$ cat src/scm_pkg.sv
// constants and types shared by the scan cycle time monitor
package scm_pkg;
	// register byte offsets on the axi4-lite port
	localparam logic [7:0] OFF_CTRL = 8'h00;
	localparam logic [7:0] OFF_MAX_MS = 8'h04;
	localparam logic [7:0] OFF_MIN_MS = 8'h08;
	localparam logic [7:0] OFF_COMM_PCT = 8'h0C;
	localparam logic [7:0] OFF_STATUS = 8'h10;
	localparam logic [7:0] OFF_IRQ_STS = 8'h14;
	localparam logic [7:0] OFF_IRQ_MASK = 8'h18;
	localparam int ADDR_W = 8;
	// control register fields
	localparam int CTRL_W = 3;
	localparam int CTRL_IGNORE_BIT = 0;
	localparam int CTRL_HANDLER_BIT = 1;
	localparam int CTRL_MIN_EN_BIT = 2;
	localparam logic [2:0] CTRL_RST = 3'h0;
	// millisecond and percentage settings
	localparam int MS_W = 13;
	localparam logic [12:0] MS_LO = 13'h0001;
	localparam logic [12:0] MAX_MS_HI = 13'h1770;
	localparam logic [12:0] MAX_MS_RST = 13'h0096;
	localparam logic [12:0] MIN_MS_RST = 13'h0001;
	localparam int PCT_W = 7;
	localparam logic [6:0] PCT_HI = 7'h64;
	localparam logic [6:0] PCT_RST = 7'h14;
	// handler cause code for a maximum cycle overrun
	localparam logic [7:0] CAUSE_MAX_CYCLE = 8'h01;
	// interrupt status fields
	localparam int IRQ_W = 2;
	localparam int IRQ_OVERRUN_BIT = 0;
	localparam int IRQ_STOP_BIT = 1;
	// timing: one tick is one millisecond
	localparam int TICK_NS = 1000000;
	localparam int CLK_NS = 5;
	localparam int CYC_PER_TICK = TICK_NS / CLK_NS;
	// bus responses
	localparam logic [1:0] RESP_OKAY = 2'h0;
	localparam logic [1:0] RESP_SLVERR = 2'h2;
	// supervisor states
	typedef enum logic [3:0] {
		ST_STARTUP = 4'h1,
		ST_SCAN = 4'h2,
		ST_FILL = 4'h4,
		ST_STOP = 4'h8
	} scm_state_t;
endpackage : scm_pkg

$ cat src/scm_tmr_if.sv
// link between the supervisor and its millisecond timer
`timescale 1ns/1ps
interface scm_tmr_if;
	logic clear;
	logic tick;
	logic [12:0] elapsed_ms;
	modport ctl (output clear, input tick, input elapsed_ms);
	modport tmr (input clear, output tick, output elapsed_ms);
endinterface : scm_tmr_if
$ cat src/scm_monitor.sv
// scan cycle time supervisor with axi4-lite configuration port
`timescale 1ns/1ps
module scm_monitor #(
	parameter int CYC_PER_TICK = scm_pkg::CYC_PER_TICK
) (
	input wire logic sys_clk_i,
	input wire logic rst_n_i,
	input wire logic [7:0] s_axi_awaddr_i,
	input wire logic s_axi_awvalid_i,
	output logic s_axi_awready_o,
	input wire logic [31:0] s_axi_wdata_i,
	input wire logic [3:0] s_axi_wstrb_i,
	input wire logic s_axi_wvalid_i,
	output logic s_axi_wready_o,
	output logic [1:0] s_axi_bresp_o,
	output logic s_axi_bvalid_o,
	input wire logic s_axi_bready_i,
	input wire logic [7:0] s_axi_araddr_i,
	input wire logic s_axi_arvalid_i,
	output logic s_axi_arready_o,
	output logic [31:0] s_axi_rdata_o,
	output logic [1:0] s_axi_rresp_o,
	output logic s_axi_rvalid_o,
	input wire logic s_axi_rready_i,
	input wire logic startup_done_i,
	input wire logic pass_end_i,
	input wire logic cycle_timer_retrigger_i,
	input wire logic in_handler_i,
	input wire logic handler_done_i,
	output logic run_o,
	output logic stop_o,
	output logic pass_start_o,
	output logic fill_active_o,
	output logic time_error_handler_req_o,
	output logic [7:0] time_error_cause_o,
	output logic [12:0] comm_budget_ms_o,
	output logic irq_o
);
	scm_tmr_if tmr ();
	scm_pkg::scm_state_t state_reg, state_next;
	logic [2:0] ctrl_reg;
	logic [12:0] max_ms_reg, min_ms_reg, eff_min;
	logic [6:0] pct_reg;
	logic [1:0] irq_sts_reg, irq_mask_reg, irq_set;
	logic exceeded_once_reg, handler_active_reg;
	logic exceed_c, retrig_ok, start_pass, first_over, clear_c;
	logic aw_got_reg, w_got_reg, do_write;
	logic [7:0] aw_addr_reg;
	logic [31:0] wdata_reg;

	// keep a setting inside [lo, hi]
	function automatic logic [12:0] clamp_ms(input logic [12:0] v, input logic [12:0] lo,
			input logic [12:0] hi);
		clamp_ms = (v < lo) ? lo : ((v > hi) ? hi : v);
	endfunction : clamp_ms

	scm_ms_timer #(.CYC_PER_TICK(CYC_PER_TICK)) u_timer (
		.sys_clk_i(sys_clk_i),
		.rst_n_i(rst_n_i),
		.tmr(tmr)
	);

	// supervision decisions
	assign eff_min = clamp_ms(min_ms_reg, scm_pkg::MS_LO, max_ms_reg);
	assign exceed_c = (state_reg == scm_pkg::ST_SCAN) && tmr.tick
		&& (tmr.elapsed_ms >= max_ms_reg);
	assign retrig_ok = cycle_timer_retrigger_i && !in_handler_i && !handler_active_reg
		&& (state_reg == scm_pkg::ST_SCAN);
	assign first_over = exceed_c && !exceeded_once_reg;
	assign start_pass = (state_next == scm_pkg::ST_SCAN) && (state_reg != scm_pkg::ST_SCAN
		|| (pass_end_i && !exceed_c));
	assign clear_c = start_pass || retrig_ok || first_over;
	assign tmr.clear = clear_c;

	// next state of the supervisor
	always_comb begin
		state_next = state_reg;
		unique case (state_reg)
			scm_pkg::ST_STARTUP: begin
				if (startup_done_i) begin
					state_next = scm_pkg::ST_SCAN;
				end
			end
			scm_pkg::ST_SCAN: begin
				if (exceed_c && exceeded_once_reg) begin
					state_next = scm_pkg::ST_STOP;
				end else if (exceed_c && !ctrl_reg[scm_pkg::CTRL_HANDLER_BIT]
						&& !ctrl_reg[scm_pkg::CTRL_IGNORE_BIT]) begin
					state_next = scm_pkg::ST_STOP;
				end else if (pass_end_i && !exceed_c && ctrl_reg[scm_pkg::CTRL_MIN_EN_BIT]
						&& tmr.elapsed_ms < eff_min) begin
					state_next = scm_pkg::ST_FILL;
				end
			end
			scm_pkg::ST_FILL: begin
				if (tmr.elapsed_ms >= eff_min) begin
					state_next = scm_pkg::ST_SCAN;
				end
			end
			scm_pkg::ST_STOP: state_next = scm_pkg::ST_STOP;
		endcase
	end

	// state and its registered views
	always_ff @(posedge sys_clk_i) begin
		if (!rst_n_i) begin
			state_reg <= scm_pkg::ST_STARTUP;
			run_o <= 1'b0;
			stop_o <= 1'b0;
			fill_active_o <= 1'b0;
			pass_start_o <= 1'b0;
		end else begin
			state_reg <= state_next;
			run_o <= (state_next == scm_pkg::ST_SCAN) || (state_next == scm_pkg::ST_FILL);
			stop_o <= (state_next == scm_pkg::ST_STOP);
			fill_active_o <= (state_next == scm_pkg::ST_FILL);
			pass_start_o <= start_pass;
		end
	end

	// overrun memory within a pass and handler dispatch
	always_ff @(posedge sys_clk_i) begin
		if (!rst_n_i) begin
			exceeded_once_reg <= 1'b0;
			handler_active_reg <= 1'b0;
			time_error_handler_req_o <= 1'b0;
			time_error_cause_o <= 8'h00;
		end else begin
			time_error_handler_req_o <= 1'b0;
			if (first_over) begin
				exceeded_once_reg <= 1'b1;
			end else if (start_pass || retrig_ok) begin
				exceeded_once_reg <= 1'b0;
			end
			if (first_over && ctrl_reg[scm_pkg::CTRL_HANDLER_BIT]) begin
				handler_active_reg <= 1'b1;
				time_error_handler_req_o <= 1'b1;
				time_error_cause_o <= scm_pkg::CAUSE_MAX_CYCLE;
			end else if (handler_done_i) begin
				handler_active_reg <= 1'b0;
			end
		end
	end

	// communication share of the maximum cycle time
	always_ff @(posedge sys_clk_i) begin
		if (!rst_n_i) begin
			comm_budget_ms_o <= 13'h0000;
		end else begin
			comm_budget_ms_o <= 13'((20'(max_ms_reg) * 20'(pct_reg)) / 20'd100);
		end
	end

	// sticky interrupt status, write-one-to-clear only with data bit 31 low, set wins over the clear
	assign irq_set = {(state_next == scm_pkg::ST_STOP) && (state_reg != scm_pkg::ST_STOP),
		exceed_c};
	always_ff @(posedge sys_clk_i) begin
		if (!rst_n_i) begin
			irq_sts_reg <= 2'h0;
			irq_o <= 1'b0;
		end else begin
			if (do_write && aw_addr_reg == scm_pkg::OFF_IRQ_STS && wdata_reg[31] == 1'b0) begin
				irq_sts_reg <= (irq_sts_reg & ~wdata_reg[1:0]) | irq_set;
			end else begin
				irq_sts_reg <= irq_sts_reg | irq_set;
			end
			irq_o <= |((irq_sts_reg | irq_set) & irq_mask_reg);
		end
	end

	// axi4-lite write address and data capture, either order
	assign do_write = aw_got_reg && w_got_reg && !s_axi_bvalid_o;
	always_ff @(posedge sys_clk_i) begin
		if (!rst_n_i) begin
			aw_got_reg <= 1'b0;
			w_got_reg <= 1'b0;
			aw_addr_reg <= 8'h00;
			wdata_reg <= 32'h0000_0000;
			s_axi_awready_o <= 1'b0;
			s_axi_wready_o <= 1'b0;
			s_axi_bvalid_o <= 1'b0;
			s_axi_bresp_o <= scm_pkg::RESP_OKAY;
		end else begin
			s_axi_awready_o <= !aw_got_reg && !(s_axi_awvalid_i && s_axi_awready_o);
			s_axi_wready_o <= !w_got_reg && !(s_axi_wvalid_i && s_axi_wready_o);
			if (s_axi_awvalid_i && s_axi_awready_o) begin
				aw_got_reg <= 1'b1;
				aw_addr_reg <= s_axi_awaddr_i;
			end
			if (s_axi_wvalid_i && s_axi_wready_o) begin
				w_got_reg <= 1'b1;
				wdata_reg <= s_axi_wdata_i & {{8{s_axi_wstrb_i[3]}}, {8{s_axi_wstrb_i[2]}},
					{8{s_axi_wstrb_i[1]}}, {8{s_axi_wstrb_i[0]}}};
			end
			if (do_write) begin
				s_axi_bvalid_o <= 1'b1;
				s_axi_bresp_o <= (aw_addr_reg > scm_pkg::OFF_IRQ_MASK || aw_addr_reg[1:0] != 2'h0)
					? scm_pkg::RESP_SLVERR : scm_pkg::RESP_OKAY;
			end else if (s_axi_bvalid_o && s_axi_bready_i) begin
				s_axi_bvalid_o <= 1'b0;
				aw_got_reg <= 1'b0;
				w_got_reg <= 1'b0;
				s_axi_awready_o <= 1'b1;
				s_axi_wready_o <= 1'b1;
			end
		end
	end

	// configuration registers, settings clamped into their legal ranges
	always_ff @(posedge sys_clk_i) begin
		if (!rst_n_i) begin
			ctrl_reg <= scm_pkg::CTRL_RST;
			max_ms_reg <= scm_pkg::MAX_MS_RST;
			min_ms_reg <= scm_pkg::MIN_MS_RST;
			pct_reg <= scm_pkg::PCT_RST;
			irq_mask_reg <= 2'h0;
		end else if (do_write) begin
			unique case (aw_addr_reg)
				scm_pkg::OFF_CTRL: ctrl_reg <= wdata_reg[2:0];
				scm_pkg::OFF_MAX_MS: max_ms_reg <= clamp_ms(wdata_reg[31:13] != 19'h0_0000
					? 13'h1FFF : wdata_reg[12:0], scm_pkg::MS_LO, scm_pkg::MAX_MS_HI);
				scm_pkg::OFF_MIN_MS: min_ms_reg <= clamp_ms(wdata_reg[31:13] != 19'h0_0000
					? 13'h1FFF : wdata_reg[12:0], scm_pkg::MS_LO, max_ms_reg);
				scm_pkg::OFF_COMM_PCT: pct_reg <= (wdata_reg[31:0] > 32'(scm_pkg::PCT_HI))
					? scm_pkg::PCT_HI : wdata_reg[6:0];
				scm_pkg::OFF_IRQ_MASK: irq_mask_reg <= wdata_reg[1:0];
				default: ;
			endcase
		end
	end

	// axi4-lite read channel
	always_ff @(posedge sys_clk_i) begin
		if (!rst_n_i) begin
			s_axi_arready_o <= 1'b0;
			s_axi_rvalid_o <= 1'b0;
			s_axi_rdata_o <= 32'h0000_0000;
			s_axi_rresp_o <= scm_pkg::RESP_OKAY;
		end else begin
			s_axi_arready_o <= !s_axi_rvalid_o && !(s_axi_arvalid_i && s_axi_arready_o);
			if (s_axi_arvalid_i && s_axi_arready_o) begin
				s_axi_rvalid_o <= 1'b1;
				s_axi_rresp_o <= scm_pkg::RESP_OKAY;
				unique case (s_axi_araddr_i)
					scm_pkg::OFF_CTRL: s_axi_rdata_o <= {29'h0000_0000, ctrl_reg};
					scm_pkg::OFF_MAX_MS: s_axi_rdata_o <= {19'h0_0000, max_ms_reg};
					scm_pkg::OFF_MIN_MS: s_axi_rdata_o <= {19'h0_0000, min_ms_reg};
					scm_pkg::OFF_COMM_PCT: s_axi_rdata_o <= {25'h000_0000, pct_reg};
					scm_pkg::OFF_STATUS: s_axi_rdata_o <= {12'h000, handler_active_reg,
						exceeded_once_reg, state_reg, 1'b0, tmr.elapsed_ms};
					scm_pkg::OFF_IRQ_STS: s_axi_rdata_o <= {30'h0000_0000, irq_sts_reg};
					scm_pkg::OFF_IRQ_MASK: s_axi_rdata_o <= {30'h0000_0000, irq_mask_reg};
					default: begin
						s_axi_rdata_o <= 32'h0000_0000;
						s_axi_rresp_o <= scm_pkg::RESP_SLVERR;
					end
				endcase
			end else if (s_axi_rvalid_o && s_axi_rready_i) begin
				s_axi_rvalid_o <= 1'b0;
				s_axi_arready_o <= 1'b1;
			end
		end
	end
endmodule : scm_monitor

$ cat src/scm_ms_timer.sv
// millisecond cycle timer with prescaler
`timescale 1ns/1ps
module scm_ms_timer #(
	parameter int CYC_PER_TICK = scm_pkg::CYC_PER_TICK
) (
	input wire logic sys_clk_i,
	input wire logic rst_n_i,
	scm_tmr_if.tmr tmr
);
	localparam int PW = $clog2(CYC_PER_TICK + 1);
	localparam logic [PW-1:0] LAST = PW'(CYC_PER_TICK - 1);
	logic [PW-1:0] presc_reg;
	logic [12:0] elapsed_reg;

	// tick fires at the last prescaler count; clear is built from tick, so gating would loop
	assign tmr.tick = (presc_reg == LAST);
	assign tmr.elapsed_ms = elapsed_reg;

	// prescaler restarts with the count so each pass is timed from a clean edge
	always_ff @(posedge sys_clk_i) begin
		if (!rst_n_i || tmr.clear || presc_reg == LAST) begin
			presc_reg <= '0;
		end else begin
			presc_reg <= presc_reg + PW'(1);
		end
	end

	// elapsed milliseconds, saturating
	always_ff @(posedge sys_clk_i) begin
		if (!rst_n_i || tmr.clear) begin
			elapsed_reg <= 13'h0000;
		end else if (tmr.tick && elapsed_reg != 13'h1FFF) begin
			elapsed_reg <= elapsed_reg + 13'h0001;
		end
	end
endmodule : scm_ms_timer

$ cat config.mk
export PLATFORM = sky130hd
export DESIGN_NAME = scm_monitor
export DESIGN_NICKNAME = d
export VERILOG_FILES = /design/src/scm_pkg.sv /design/src/scm_tmr_if.sv /design/src/scm_monitor.sv /design/src/scm_ms_timer.sv
export SDC_FILE = /design/constraint.sdc
export NUM_CORES = 1
export LEC_CHECK = 0
export ABC_AREA = 1
export BUFFER_PORTS_ARGS = -buffer_cell sky130_fd_sc_hd__buf_2
export CAP_MARGIN = 20
export CORE_ASPECT_RATIO = 1.1
export CORE_UTILIZATION = 37
export CTS_BUF_LIST = sky130_fd_sc_hd__clkbuf_8 sky130_fd_sc_hd__clkbuf_16
export CTS_CLUSTER_DIAMETER = 30
export DETAILED_ROUTE_END_ITERATION = 7
export GPL_ROUTABILITY_DRIVEN = 0
export HOLD_SLACK_MARGIN = 0.03
export SETUP_SLACK_MARGIN = 0.1
export SLEW_MARGIN = 20
export SYNTH_ARGS = -nofsm -noshare
export SYNTH_HDL_FRONTEND = slang
export SYNTH_HIERARCHICAL = 1
export SYNTH_SLANG_ARGS = --single-unit
$ cat constraint.sdc
create_clock -name sys_clk_i -period 12.25 [get_ports sys_clk_i]
set_input_delay 0 -clock sys_clk_i [delete_from_list [all_inputs] [get_ports sys_clk_i]]
set_output_delay 0 -clock sys_clk_i [all_outputs]
set_load 0.02 [all_outputs]
==> impl_metrics.csv <==
group,metric,value,unit
synthesis,synth_area_leaders,"dfxtp_1 (23%), nand2_1 (15%), inv_1 (8.9%), ha_1 (8.1%), fa_1 (7.6%)",
setup_path,reg2reg_from,"pct_reg[5]$_SDFFE_PN0P_",
sta,final.min_clock_period,10.54,ns
pwr,p_leak,8.338,nW
setup_path,critPathKind,"register to register",
setup_path,max_stage_delay,0.77,ns
layout,layout_commonest_cell,"nand2_1",
pwr,p_int,0.9506,mW
layout,nets,2492,
setup_path,worst_path_max_delay_cell,"dfxtp_1",
synthesis,synth_top_area_share,23.35,%
floorplan,die_area,39010,um2
routing,dr.pass1.iters,7,
setup_path,cp-start-kind,"register",
sta,hold_viol_final,0,
global_routing,grt_pass1_vias,13250,
pwr,power_density,84.69,nW/um2
setup_path,crit_buf_inv,8,
layout,n_antenna_cell,0,
routing,via_per_inst,4.967,
sta,max_freq,0.09490,GHz
setup_path,path_depth,76,
placed_design,hpwl,28260,um
sta,slew_headroom,26.05,%
routing,drc,0,
sta,fin_crit_sh,86.02,%
pwr,power,1.385,mW
sta,rsz0062_at_grt,"false",
synthesis,yosys_register_bits,165,
setup_path,arrival,10.83,ns
setup_path,required,12.54,ns
pwr,p_seq_share,40.8,%
setup_path,path_max_fanout,15,
setup_path,crit_end,"comm_budget_ms_o[0]$_SDFF_PN0_",
setup_path,startpoint,"pct_reg[5]$_SDFFE_PN0P_",
synthesis,synth_cells,2137,
floorplan,fp-row-count,74,
routing,first_iter_violations,795,
sta,report.final.slew_viol_count,0,
setup_path,rr_worst_depth,76,
cts,clkSinkCount,165,
synthesis,yosysWarnings,6,
synthesis,netlist_area,14140,um2
synthesis,synth-main-ff-cell,"dfxtp_1",
layout,area_growth,15.63,%
cts,clk_pin_slew_worst_paths,0.08,ns
synthesis,ys_types,57,
setup_path,critPathTopFamily,"simple AND/OR/NAND/NOR gates",
cts,cts_root_buf,"clkbuf_16",
pwr,irDropWorstVdd,0.1024,mV
status,run_status,"finished clean",
global_routing,grt_max_degree,93,
min_path,hp-class,"primary input to register",
pwr,combPwrFrac,19.0,%
routing,vias,13850,
cts,cts-buffers-inserted,17,
layout,largest_reg_flops,32,
sta,tightestPinTransition,1.109,ns
layout,drive_gt1_share,11.33,%
global_routing,grt_pass1_wl,63140,um
synthesis,synth_edf_count,0,
global_routing,antenna_found_initial,0,
cts,insertion_delay,0.45,ns
synthesis,ys_async_sr_fraction,0,%
sta,setup_viol,0,
floorplan,start_util,37.81,%
floorplan,coreArea,37410,um2
floorplan,die_w,188.4,um
pwr,switching_power,0.4345,mW
layout,final_cell_mix,"nand2_1 (564), inv_1 (338), dfxtp_1 (165)",
synthesis,ys_seq_area_share,23.35,%
pwr,switching_share,31.37,%
cts,htree_levels,4,
cts,clockBufferDepth,2,
placed_design,io_buffers,109,
sta,final.setup_skew,0.01781,ns
setup_path,endpoint_kind,"register",
setup_path,reg2reg_to,"comm_budget_ms_o[0]$_SDFF_PN0_",
floorplan,die-height,207.1,um
run,drv_cap,0,
pwr,power_frac_clock,40.2,%
synthesis,syn_area_per_cell,6.618,um2
global_routing,grt-ovfl-total,0,
setup_path,worst_path_most_repeated_cell,"nand2_1",
synthesis,synth_area_leader_cell,"dfxtp_1",
routing,wirelength,37620,um
sta,fin_tns_setup,0,ns
routing,ant_nets,0,
global_routing,grtUsageTotal,19.51,%
floorplan,io_pins,132,
routing,wl_per_cell,13.49,um
cts,tritoncts,"done",
setup_path,rrSetupSlack,1.71,ns
==> repair_timing <==
item / 4_1_cts / 5_1_grt
gates resized for setup: 0 / 0
hold endpoints to repair: 54 / 0
setup endpoints to repair: 0 / 0
hold buffers: 77 / 0
setup buffers: 0 / 0
==> cells in the mapped netlist (5+ instances only) <==
| cell type | count |
|---|---|
| nand2_1 | 564 |
| inv_1 | 336 |
| dfxtp_1 | 165 |
| a21oi_1 | 162 |
| nor2_1 | 150 |
| nand3_1 | 130 |
| ha_1 | 92 |
| o21ai_0 | 74 |
| clkbuf_1 | 54 |
| fa_1 | 54 |
| nand2_2 | 48 |
| nand4_1 | 34 |
| o211ai_1 | 27 |
| nor3_1 | 26 |
| buf_4 | 23 |
| xor2_1 | 23 |
| nand2_4 | 19 |
| nor4_1 | 15 |
| nor2_4 | 14 |
| a211oi_1 | 13 |
| xnor2_1 | 12 |
| inv_2 | 11 |
| o21ai_1 | 11 |
| nor2_2 | 7 |
| a221oi_1 | 5 |
| o2111ai_1 | 5 |
==> routing by layer <==
layer | up-vias | part of all wire, % | GRT usage, % | routed length, um
met5 | - | 0 | 0 | 0
met2 | 312 | 49 | 34.34 | 18410
met4 | 0 | 1.5 | 5.256 | 567
met3 | 40 | 3.9 | 2.863 | 1455
met1 | 6408 | 46 | 24.63 | 17190
li1 | 7093 | - | - | -
==> power groups by stage <==
| stage | combinational [mW] | clock (mW) | sequential (mW) |
|---|---|---|---|
| 6_report | 0.263 | 0.557 | 0.564 |
| 5_1_grt | 0.294 | 0.589 | 0.567 |
| 4_1_cts | 0.261 | 0.567 | 0.565 |
| 3_5_place_dp | 0.244 | 0 | 0.577 |
| 3_3_place_gp | 0.241 | 0 | 0.577 |
| 2_1_floorplan | 0.180 | 0 | 0.583 |
==> logic make-up after synthesis <==
logic type | count (synthesis) | share of synthesized area [%]
and+or+nand+nor | 1032 | 33.50
buffers and inverters | 434 | 12.22
AOI/OAI and AO/OA | 324 | 12.95
DFF | 165 | 23.35
adders and majority gates | 146 | 15.78
xor gates and xnor gates | 35 | 2.167
other | 1 | 0.02651
==> worst register-to-register path: cells and delay by family, from the launching register on <==
family,cells,cell delay [ns]
adders and majority gates,5,2.47
AOI/OAI and AO/OA,3,0.54
buffers and inverters,8,0.74
and+or+nand+nor,60,5.86
DFF,1,0.77
==> area by class of cell <==
| cell class | instances | area, um2 |
|---|---|---|
| Timing Repair Buffer | 189 | 1339 |
| Sequential cell | 165 | 3303 |
| Multi-Input combinational cell | 1559 | 9191 |
| Fill cell | 3880 | 21050 |
| Clock inverter | 14 | 148.9 |
| Tap cell | 494 | 618.1 |
| Clock buffer | 18 | 439.2 |
| Inverter | 350 | 1315 |
==> metrics by stage <==
step                cells  instance area (um2)  worst slack [ns]  util (%)  hold WS, ns
finish               2789                16350             1.713     43.72      0.08111
global route         2789                16350            0.5369     43.72      0.06946
CTS                  2789                16350             1.722     43.72      0.05952
detailed placement   2680                15000             1.781     40.09       0.2579
global placement     2680                15000             2.135     40.09       0.2495
floorplan            2158                14220             2.940         -       0.1610
==> how the worst min path moves through the flow <==
| stage | depth (start not counted) | to | slack (ns) | startpoint |
|---|---|---|---|---|
| 2_1_floorplan | 2 | wdata_reg[10]$_SDFFE_PN0P_ | 0.16 | s_axi_wdata_i[10] |
| 3_3_place_gp | 3 | aw_addr_reg[1]$_SDFFE_PN0P_ | 0.25 | s_axi_awaddr_i[1] |
| 3_5_place_dp | 3 | aw_addr_reg[0]$_SDFFE_PN0P_ | 0.26 | s_axi_awaddr_i[0] |
| 4_1_cts | 3 | wdata_reg[4]$_SDFFE_PN0P_ | 0.06 | s_axi_wstrb_i[0] |
| 5_1_grt | 3 | wdata_reg[4]$_SDFFE_PN0P_ | 0.07 | s_axi_wstrb_i[0] |
| 6_report | 3 | aw_addr_reg[2]$_SDFFE_PN0P_ | 0.08 | s_axi_awvalid_i |
(Power assumes the default switching activity.)
